--- config.mk ---
export PLATFORM = sky130hd
export DESIGN_NAME = gdi_device
export DESIGN_NICKNAME = d
export VERILOG_FILES = /design/src/gdi_pkg.sv /design/src/gdi_fifo_if.sv /design/src/gdi_fifo.sv /design/src/gdi_device.sv
export SDC_FILE = /design/constraint.sdc
export NUM_CORES = 2
export LEC_CHECK = 0
export BUFFER_PORTS_ARGS = -buffer_cell sky130_fd_sc_hd__buf_2
export CAP_MARGIN = 40
export CORE_UTILIZATION = 55
export CTS_CLUSTER_DIAMETER = 150
export DETAILED_ROUTE_END_ITERATION = 12
export HOLD_SLACK_MARGIN = 0.05
export PLACE_DENSITY = 0.71
export SYNTH_ARGS = -nofsm -noshare
export SYNTH_HDL_FRONTEND = slang
export SYNTH_SLANG_ARGS = --single-unit
--- constraint.sdc ---
create_clock -name clk -period 9.3 [get_ports clk]
set_input_delay 0.465 -clock clk [delete_from_list [all_inputs] [get_ports clk]]
set_output_delay 0.465 -clock clk [all_outputs]
set_load 0.005 [all_outputs]
--- src/gdi_pkg.sv ---
// Purpose: shared constants and types for the bus device port
// Assumes: 20 MHz clk, bus lines already synchronised
// Notes:   bus lines are true-high here; the pads invert them
package gdi_pkg;
  localparam int unsigned CLK_HZ       = 20_000_000;
  localparam logic [4:0]  ADDR_DEFAULT = 5'h08;
  localparam logic [4:0]  ADDR_MIN     = 5'h01;
  localparam logic [4:0]  ADDR_MAX     = 5'h1E;
  localparam int unsigned BUF_DEPTH    = 256;
  localparam int unsigned BUF_WIDTH    = 8;
  // interface command bytes, seen while attention is asserted
  localparam logic [1:0]  GRP_LISTEN   = 2'h1;
  localparam logic [1:0]  GRP_TALK     = 2'h2;
  localparam logic [4:0]  ADDR_UNADDR  = 5'h1F;
  localparam logic [6:0]  CMD_DCL      = 7'h14;
  localparam logic [6:0]  CMD_SDC      = 7'h04;
  localparam logic [6:0]  CMD_SPE      = 7'h18;
  localparam logic [6:0]  CMD_SPD      = 7'h19;
  localparam logic [6:0]  CMD_LLO      = 7'h11;
  localparam logic [6:0]  CMD_GET      = 7'h08;
  localparam int unsigned RQS_BIT      = 6;
  typedef enum logic [1:0] {GDI_SRC_IDLE, GDI_SRC_WAIT_NRFD, GDI_SRC_WAIT_NDAC} gdi_src_t;
  typedef enum logic [1:0] {GDI_ACC_READY, GDI_ACC_HOLD, GDI_ACC_WAIT_DROP} gdi_acc_t;
endpackage

--- src/gdi_fifo_if.sv ---
// Purpose: valid/ready carrier between the port and its message buffer
// Assumes: one clock
// Notes:   src fills, dst drains
`timescale 1ns/100ps
interface gdi_fifo_if #(parameter int W = 8);
  logic         in_valid;
  logic         in_ready;
  logic [W-1:0] in_data;
  logic         out_valid;
  logic         out_ready;
  logic [W-1:0] out_data;
  logic         flush;
  modport fifo (input in_valid, in_data, out_ready, flush, output in_ready, out_valid, out_data);
  modport user (output in_valid, in_data, out_ready, flush, input in_ready, out_valid, out_data);
endinterface

--- src/gdi_fifo.sv ---
// Purpose: message text buffer, width and depth set by parameters
// Assumes: synchronous reset, single clock
// Notes:   flush empties it in one cycle; data output is read straight from memory at the read pointer
`timescale 1ns/100ps
module gdi_fifo #(
  parameter int W = 8,
  parameter int D = 256
) (
  // clock and reset
  input  wire logic clk,
  input  wire logic sys_rst,
  // stream
  gdi_fifo_if.fifo  f
);
  localparam int AW = $clog2(D);
  initial if (D < 2 || (D & (D - 1)) != 0) $error("depth must be a power of two");

  typedef struct packed {
    logic [AW-1:0] wp;
    logic [AW-1:0] rp;
    logic [AW:0]   cnt;
  } gdi_fst_t;
  gdi_fst_t s_q, s_d;
  logic [W-1:0] mem [D];
  logic         push, pop;

  assign f.in_ready  = (s_q.cnt != D[AW:0]);
  assign f.out_valid = (s_q.cnt != '0);
  assign f.out_data  = mem[s_q.rp];
  assign push = f.in_valid && f.in_ready;
  assign pop  = f.out_valid && f.out_ready;

  always_comb begin
    s_d = s_q;
    if (f.flush) begin
      s_d = '0;
    end else begin
      if (push) s_d.wp = s_q.wp + 1'b1;
      if (pop)  s_d.rp = s_q.rp + 1'b1;
      s_d.cnt = s_q.cnt + {{AW{1'b0}}, push} - {{AW{1'b0}}, pop};
    end
  end

  always_ff @(posedge clk) begin
    if (sys_rst) s_q <= '0;
    else         s_q <= s_d;
    if (push)    mem[s_q.wp] <= f.in_data;
  end

  a_fifo_bound: assert property (@(posedge clk) disable iff (sys_rst) s_q.cnt <= D[AW:0])
    else $error("buffer count beyond capacity");
endmodule

--- src/gdi_device.sv ---
// Purpose: device end of the instrument's parallel instrument bus
// Assumes: bus lines synchronous to clk, true-high, open-collector pads outside
// Notes:   talker, listener, handshakes, service request, device clear
`timescale 1ns/100ps
module gdi_device
  import gdi_pkg::*;
#(
  parameter int BUF_D = gdi_pkg::BUF_DEPTH
) (
  // clock and reset
  input  wire logic       clk,
  input  wire logic       sys_rst,
  // front panel
  input  wire logic       key_remote,
  input  wire logic       addr_wr,
  input  wire logic [4:0] addr_new,
  output logic      [4:0] addr_cur,
  output logic            panel_enable,
  // bus lines in
  input  wire logic [7:0] dio_in,
  input  wire logic       dav_in,
  input  wire logic       nrfd_in,
  input  wire logic       ndac_in,
  input  wire logic       atn_in,
  input  wire logic       ifc_in,
  // bus lines out, enable low while driving
  output logic      [7:0] dio_out,
  output logic            dio_oe_n,
  output logic            dav_out,
  output logic            dav_oe_n,
  output logic            nrfd_out,
  output logic            nrfd_oe_n,
  output logic            ndac_out,
  output logic            ndac_oe_n,
  output logic            atn_oe_n,
  output logic            srq_out,
  output logic            srq_oe_n,
  // received text to the command parser
  output logic      [7:0] rx_data,
  output logic            rx_valid,
  input  wire logic       rx_ready,
  // reply text and status from the instrument
  input  wire logic [7:0] tx_data,
  input  wire logic       tx_valid,
  output logic            tx_ready,
  input  wire logic [7:0] status_byte,
  input  wire logic       srq_req,
  output logic            dev_clear
);
  initial if (BUF_D < 2) $error("buffer too small");

  typedef struct packed {
    logic [4:0] addr;
    logic       tacs;
    logic       lacs;
    logic       spms;
    logic       srq;
    logic       clr;
    gdi_src_t   src;
    logic [7:0] obyte;
    gdi_acc_t   acc;
    logic [7:0] ibyte;
    logic       push;
  } gdi_st_t;
  gdi_st_t s_q, s_d;

  gdi_fifo_if #(.W(BUF_WIDTH)) buf_if ();
  gdi_fifo #(.W(BUF_WIDTH), .D(BUF_D)) u_buf (
    .clk     (clk),
    .sys_rst (sys_rst),
    .f       (buf_if.fifo)
  );

  logic [4:0] cmd_addr;
  logic       is_cmd;
  logic       is_data;
  logic       my_listen;
  logic       my_talk;
  logic       acc_take;
  logic       send_ok;

  assign cmd_addr = dio_in[4:0];
  assign is_cmd   = atn_in;
  assign is_data  = !atn_in && s_q.lacs;
  // only the five primary address bits are compared
  assign my_listen = dio_in[6:5] == GRP_LISTEN && cmd_addr == s_q.addr;
  assign my_talk   = dio_in[6:5] == GRP_TALK   && cmd_addr == s_q.addr;
  // the acceptor only takes part while commands arrive or we are listening
  assign acc_take  = (is_cmd || is_data) && dav_in;
  assign send_ok   = s_q.tacs && !atn_in;

  always_comb begin
    s_d = s_q;
    s_d.push = 1'b0;
    s_d.clr  = 1'b0;
    s_d.srq  = srq_req;
    tx_ready = 1'b0;
    if (addr_wr && addr_new >= ADDR_MIN && addr_new <= ADDR_MAX) s_d.addr = addr_new;
    // acceptor handshake
    unique case (s_q.acc)
      GDI_ACC_READY: if (acc_take) begin
        s_d.ibyte = dio_in;
        s_d.acc   = GDI_ACC_HOLD;
        if (is_cmd) begin
          if (dio_in[6:0] == {GRP_LISTEN, ADDR_UNADDR}) s_d.lacs = 1'b0;
          else if (dio_in[6:5] == GRP_TALK && cmd_addr != s_q.addr) s_d.tacs = 1'b0;
          if (my_listen) begin
            s_d.lacs = 1'b1;
            s_d.tacs = 1'b0;
          end
          if (my_talk) begin
            s_d.tacs = 1'b1;
            s_d.lacs = 1'b0;
          end
          if (dio_in[6:0] == CMD_SPE) s_d.spms = 1'b1;
          if (dio_in[6:0] == CMD_SPD) s_d.spms = 1'b0;
          // clear from the bus is a command, so the key must be in remote
          if (key_remote && (dio_in[6:0] == CMD_DCL || (dio_in[6:0] == CMD_SDC && s_q.lacs))) s_d.clr = 1'b1;
          // lockout and trigger fall through unhandled
        end else begin
          s_d.push = key_remote;
        end
      end
      GDI_ACC_HOLD: if (!s_q.push || buf_if.in_ready) s_d.acc = GDI_ACC_WAIT_DROP;
      GDI_ACC_WAIT_DROP: if (!dav_in) s_d.acc = GDI_ACC_READY;
    endcase
    if (s_q.push && !buf_if.in_ready) s_d.push = 1'b1;
    // source handshake; status byte during serial poll, else reply text
    unique case (s_q.src)
      GDI_SRC_IDLE: if (send_ok && (s_q.spms || tx_valid)) begin
        s_d.obyte = s_q.spms ? status_byte : tx_data;
        if (s_q.spms) s_d.obyte[RQS_BIT] = s_q.srq;
        tx_ready  = !s_q.spms;
        s_d.src   = GDI_SRC_WAIT_NRFD;
        if (s_q.spms) s_d.srq = 1'b0;
      end
      GDI_SRC_WAIT_NRFD: begin
        if (!send_ok) s_d.src = GDI_SRC_IDLE;
        else if (!nrfd_in) s_d.src = GDI_SRC_WAIT_NDAC;
      end
      GDI_SRC_WAIT_NDAC: if (!ndac_in || !send_ok) s_d.src = GDI_SRC_IDLE;
    endcase
    if (ifc_in || s_q.clr) begin
      s_d.tacs = ifc_in ? 1'b0 : s_d.tacs;
      s_d.lacs = ifc_in ? 1'b0 : s_d.lacs;
      s_d.spms = 1'b0;
      s_d.src  = GDI_SRC_IDLE;
    end
  end

  always_ff @(posedge clk) begin
    if (sys_rst) begin
      s_q      <= '0;
      s_q.addr <= ADDR_DEFAULT;
    end else begin
      s_q <= s_d;
    end
  end

  assign buf_if.in_valid  = s_q.push;
  assign buf_if.in_data   = s_q.ibyte;
  assign buf_if.out_ready = rx_ready;
  assign buf_if.flush     = s_q.clr;
  assign rx_data  = buf_if.out_data;
  assign rx_valid = buf_if.out_valid;

  assign addr_cur     = s_q.addr;
  // only the key decides; a lockout command never reaches the panel
  assign panel_enable = !key_remote;
  assign dev_clear    = s_q.clr;
  assign dio_out   = s_q.obyte;
  // data lines only driven as addressed talker, serial poll included, never on a parallel poll
  // let go the moment attention rises, else our own data valid reads back as a command
  assign dio_oe_n  = !(s_q.src != GDI_SRC_IDLE && send_ok);
  assign dav_out   = s_q.src == GDI_SRC_WAIT_NDAC;
  assign dav_oe_n  = !(s_q.src != GDI_SRC_IDLE && send_ok);
  // nrfd held while busy or while the buffer cannot take a byte
  assign nrfd_out  = s_q.acc != GDI_ACC_READY || (is_data && !buf_if.in_ready);
  assign nrfd_oe_n = !(is_cmd || is_data);
  assign ndac_out  = !(s_q.acc == GDI_ACC_WAIT_DROP);
  assign ndac_oe_n = !(is_cmd || is_data);
  assign atn_oe_n  = 1'b1;
  assign srq_out   = s_q.srq;
  assign srq_oe_n  = !s_q.srq;

  a_talk_unlisten: assert property (@(posedge clk) disable iff (sys_rst)
    s_q.acc == GDI_ACC_READY && dav_in && atn_in && my_listen |=> !s_q.tacs && s_q.lacs)
    else $error("talker kept after own listen address");
  a_listen_untalk: assert property (@(posedge clk) disable iff (sys_rst)
    s_q.acc == GDI_ACC_READY && dav_in && atn_in && my_talk |=> !s_q.lacs && s_q.tacs)
    else $error("listener kept after own talk address");
  a_local_drops: assert property (@(posedge clk) disable iff (sys_rst)
    s_q.acc == GDI_ACC_READY && dav_in && is_data && !key_remote |=> !s_q.push)
    else $error("bus text taken in local");
  a_srq_follow: assert property (@(posedge clk) disable iff (sys_rst)
    srq_req && s_q.src == GDI_SRC_IDLE && !(send_ok && s_q.spms) |=> srq_oe_n == 1'b0)
    else $error("service request not raised");
  a_no_atn: assert property (@(posedge clk) disable iff (sys_rst) atn_oe_n)
    else $error("attention driven");
  a_no_ppoll: assert property (@(posedge clk) disable iff (sys_rst)
    !dio_oe_n |-> s_q.tacs && !atn_in)
    else $error("data lines driven outside talk");
  a_addr_range: assert property (@(posedge clk) disable iff (sys_rst)
    s_q.addr >= ADDR_MIN && s_q.addr <= ADDR_MAX)
    else $error("address out of range");
  a_addr_reset: assert property (@(posedge clk) $fell(sys_rst) |-> s_q.addr == ADDR_DEFAULT)
    else $error("address not default after reset");
  a_dav_seq: assert property (@(posedge clk) disable iff (sys_rst)
    $rose(dav_out) |-> !$past(nrfd_in))
    else $error("data valid before ready");
  a_panel_lock: assert property (@(posedge clk) disable iff (sys_rst) key_remote |-> !panel_enable)
    else $error("panel live in remote");
endmodule

# After elaboration in Yosys (flattened, before gate mapping)
# Memories as Yosys holds them, arrays and structs flattened. A register that Yosys moved wholly into a read port is not among the register bits.
# Index checks and enable logic that the tools add are counted.
# word_totals
ramBits,2048
word_cells,129
output_inout_bits,35
n_memories,1
rom_bits,0
regBits,56
latch_bits,0
# memory_table
memory,depth,word_bits,rd,rd_clocked_by_memory_dff,write_ports,line_no,rtl
u_buf.mem,256,8,1,1,1,gdi_fifo.sv:24,logic [W-1:0] mem [D];
# op_classes
div,0
n_reduce_logical,48
add_sub_neg,4
bitwise,3
eq_ne,20
shift,0
n_lt_le_gt_ge,2
multipliers,0
muxes,37
# op_table
operator,count
8-bit 2-to-1 mux,3
"7-bit by 5-bit equality test with 1-bit output, second input constant",3
1-bit 2-to-1 mux,19
"8-bit by 1-bit adder with 8-bit output, second input constant",2
1-bit logical AND,16
2-bit 2-to-1 mux,7
3-bit 2-to-1 mux,4
2-bit one-hot mux with 3 select lines,2
1-bit logical NOT,11
11-bit 2-to-1 mux,1
10-bit 2-to-1 mux,1
9-bit by 1-bit adder with 9-bit output,1
"9-bit inequality test, second input constant",1
9-bit nonzero test,1
9-bit by 1-bit subtractor with 9-bit output,1
"2-bit inequality test, second input constant",4
"7-bit by 3-bit equality test with 1-bit output, second input constant",1
"7-bit by 6-bit equality test with 1-bit output, second input constant",1
1-bit logical OR,7
"2-bit by 1-bit equality test with 1-bit output, second input constant",3
"2-bit equality test, second input constant",3
3-bit AND reduction,2
2-bit nonzero test,3
5-bit equality test,1
11 further kinds,16

# Longest topological paths before layout
# logic_depth
word_depth,11
mapped_depth,18

# Cells and area by module
# A second synthesis with hierarchy kept.
# hier_totals
cells_unflattened,4003
hier_area_um2,82753.1
# by_module_without_submodules
module,cells_each,seq_area_each_um2,instances,area_per_inst_um2
gdi_fifo,3803,62159.6,1,80962.6
gdi_device,200,620.6,1,1790.5

# Worst setup path before layout
# No wires, ideal clock.
# synth_timing
path_kind,reg2reg
from,"reg s_q, in the netlist buf_if.in_data[0]"
to,"mem u_buf.mem[0][0], data pin"
setup_time_ns,0.856
path_stages_with_launch,1
setup_slack_ns,5.047
synth_period_minus_slack_ns,4.253
arrival_ns,3.397
path_cell_list,dfxtp_1
# synth_lines
element,line_no,rtl
from (decl),gdi_device.sv:65,"gdi_st_t s_q, s_d;"
to (decl),gdi_fifo.sv:24,
# Straight into the memory's write port.

==> results.yml <==
outcome:
  outcome: "completed"
drt:
  detail_route.wl_per_cell_um: 29.8
  postRouteWirelength_mm: 186
  drt_drc_violations_left: 0
  vias: 40100
  drt_iter0_drc: 4842
  first_pass_iters: 7
  ant_nets: 0
  vias_per_cell: 6.43
global_route:
  grt_max_degree: 257
  grt_pass1_wl_mm: 271
  track_usage_pct: 24.8
  grt_overflow: 0
  grt_antenna_before_repair: 3
  grt_pass1_vias: 40400
power:
  leakage_nw: 28.0
  vdd_drop_max_v: 0.000215
  powerDensity_mw_per_mm2: 226
critical_path:
  end_kind: "output port"
  worstPathRequired_ns: 8.84
  worstPathArrival_ns: 5.55
  critPathKind: "flop to output port"
  start_kind: "flop"
  critical_path.max_fanout: 39
timing:
  fin_setup_tns_ns: 0
  finalCriticalPeriod_ns: 6.01
  worst_pin_slew_ns: 1.27
  rsz0062_at_grt: "no"
  fmax_ghz: 0.166
  whs_ns: 0.253
  maxSlewHeadroom_pct: 15.4
  maxSlewViolCount: 0
  finClkSkew_ns: 0.0491
  finalCritPeriodShare_pct: 64.7
  final_hold_viol_count: 0
  setup_viol: 0
synthesis:
  syn_nets: 4013
  synthTopCellsByArea: "edfxtp_1 (75%), mux4_2 (14%), nor2_1 (1.6%), dfxtp_1 (1.6%), mux2i_1 (1.4%)"
  synth_top_area_share_pct: 74.9
  ys_seq_area_share_pct: 76.5
  ys_warn_count: 0
  synthFlopType: "edfxtp_1"
  yosys.area.top_type: "edfxtp_1"
  synthArstFlopShare_pct: 0
  synth_cell_type_count: 62
  netlist_area_mm2: 0.0821
  syn_area_per_cell_um2: 20.8
  synth_seq_cells: 2112
  netlist_instances: 3947
  synth_edf_count: 2048
finish:
  nets: 4199
  final_common_cell: "edfxtp_1"
  mostFrequentLayoutCells: "edfxtp_1 (2048), mux4_2 (502), nor2_1 (345)"
  drive_gt1_share_pct: 23.4
  finish.instance_area_mm2: 0.0915
  area_growth_syn_to_layout_pct: 11.5
  antenna_cells: 0
run:
  cap_violations: 0
cts:
  cts.sink_count: 2112
  htreeDepth: 4
  clk_latency_ns: 0.84
  clkTransAtPathRegs_ns: 0.06
  cts_buffers: 204
  root_buffer: "clkbuf_16"
  tritoncts: "yes"
  post_cts_buffers: 0
  clk_path_buf_depth: 3
  cts_hold_buf: 43
  postCtsResizedCells: 0
die:
  die_w_um: 388
  die_y_um: 388
  ios: 76
  initial_core_util_pct: 55.5
  num_rows: 141
  core-area_mm2: 0.148
  die_area_mm2: 0.151
place:
  dpl.hpwl_mm: 111
  finalWeightedCongestion: 0.863
  placed_cell_area_mm2: 0.0846
  portBuffers: 73
min_path:
  hp-class: "input port to flop"
==> where the power goes <==
group | internal [mW] | switching [mW] | leakage, nW
combinational | 1.07 | 1.12 | 5.60
clock | 4.46 | 3.50 | 3.16
sequential | 10.4 | 0.0859 | 19.2
==> cell families after synthesis <==
| group | count (synthesis) | share of synthesized area [%] |
|---|---|---|
| compound gates | 330 | 2.77 |
| xor+xnor | 24 | 0.256 |
| fa+ha+maj | 25 | 0.390 |
| buf+inv | 278 | 1.89 |
| flops | 2112 | 76.5 |
| mux | 614 | 15.1 |
| other cells | 1 | 0.00457 |
| simple gates | 563 | 3.04 |
==> Yosys cell counts, types with 29 or more instances <==
| cell type | count |
|---|---|
| nor3_1 | 41 |
| mux2i_1 | 111 |
| edfxtp_1 | 2048 |
| nand3_1 | 35 |
| buf_6 | 29 |
| nand2_1 | 38 |
| buf_4 | 42 |
| nor2_1 | 346 |
| mux4_2 | 502 |
| clkbuf_1 | 92 |
| nor4_1 | 33 |
| a22oi_1 | 117 |
| o22ai_1 | 53 |
| a21oi_1 | 60 |
| buf_2 | 63 |
| dfxtp_1 | 64 |
| inv_1 | 33 |
==> registers in the layout (all words and copies together), names as in the netlist, named ones only <==
signal and flops:
u_buf.mem 2048, u_buf.s_q 25, buf_if.in_data 8, dio_out 8, s_q 7, addr_cur 5, buf_if.in_valid 1, dev_clear 1
srq_out 1
==> stage by stage <==
step / worst slack (ns) / util (%) / cells / power [mW]
after floorplan: 5.05 / - / 3947 / 12.5
after global placement: 4.07 / 56.9 / 5774 / 12.9
after detailed placement: 4.17 / 57.2 / 5809 / 12.9
after CTS: 3.23 / 61.9 / 6229 / 20.8
after global routing: 3.06 / 61.9 / 6234 / 21.3
final: 3.29 / 61.9 / 6234 / 20.7
==> worst max-delay path: stages, from the launching register on <==
cell,delay [ns]
dfxtp_4,0.78
buf_4,0.55
buf_4,0.71
mux4_2,0.59
o22ai_1,0.36
nor3_1,0.16
nor4_1,0.71
buf_4,0.27
nor4_1,0.08
buf_2,0.23
buf_2,0.13
==> final cells by class <==
cell class,instances,area (um2)
flip-flops and latches,2112,62800
multi-input cells,1557,17800
inverters,33,124
clock inverters,115,925
fillers,9995,56300
well taps,1930,2410
clock buffers,262,5500
repair buffers,225,1950
==> final timing paths <==
check                                        startpoint                       end  slack, ns  cells past startpoint
worst max-delay path                               flop                rx_data[5]       3.29                     10
worst min-delay path                        addr_new[2]  addr_cur[0]$_SDFFE_PP0P_       0.25                      5
worst max register to register  u_buf.s_q[6]$_SDFF_PP0_   u_buf.s_q[8]$_SDFF_PP0_       5.57                     17
worst min register to register     s_q[20]$_SDFFE_PP0P_      s_q[20]$_SDFFE_PP0P_       0.49                      2
==> metal layers <==
metal | share of wire (%) | track usage (%) | wire length (um)
met1 | 40 | 34.8 | 73600
met2 | 48 | 38.8 | 89200
met3 | 9.0 | 5.30 | 16700
met4 | 3.4 | 8.84 | 6280
met5 | 0 | 0 | 0
No activity file was read; power rests on OpenSTA's default activity.
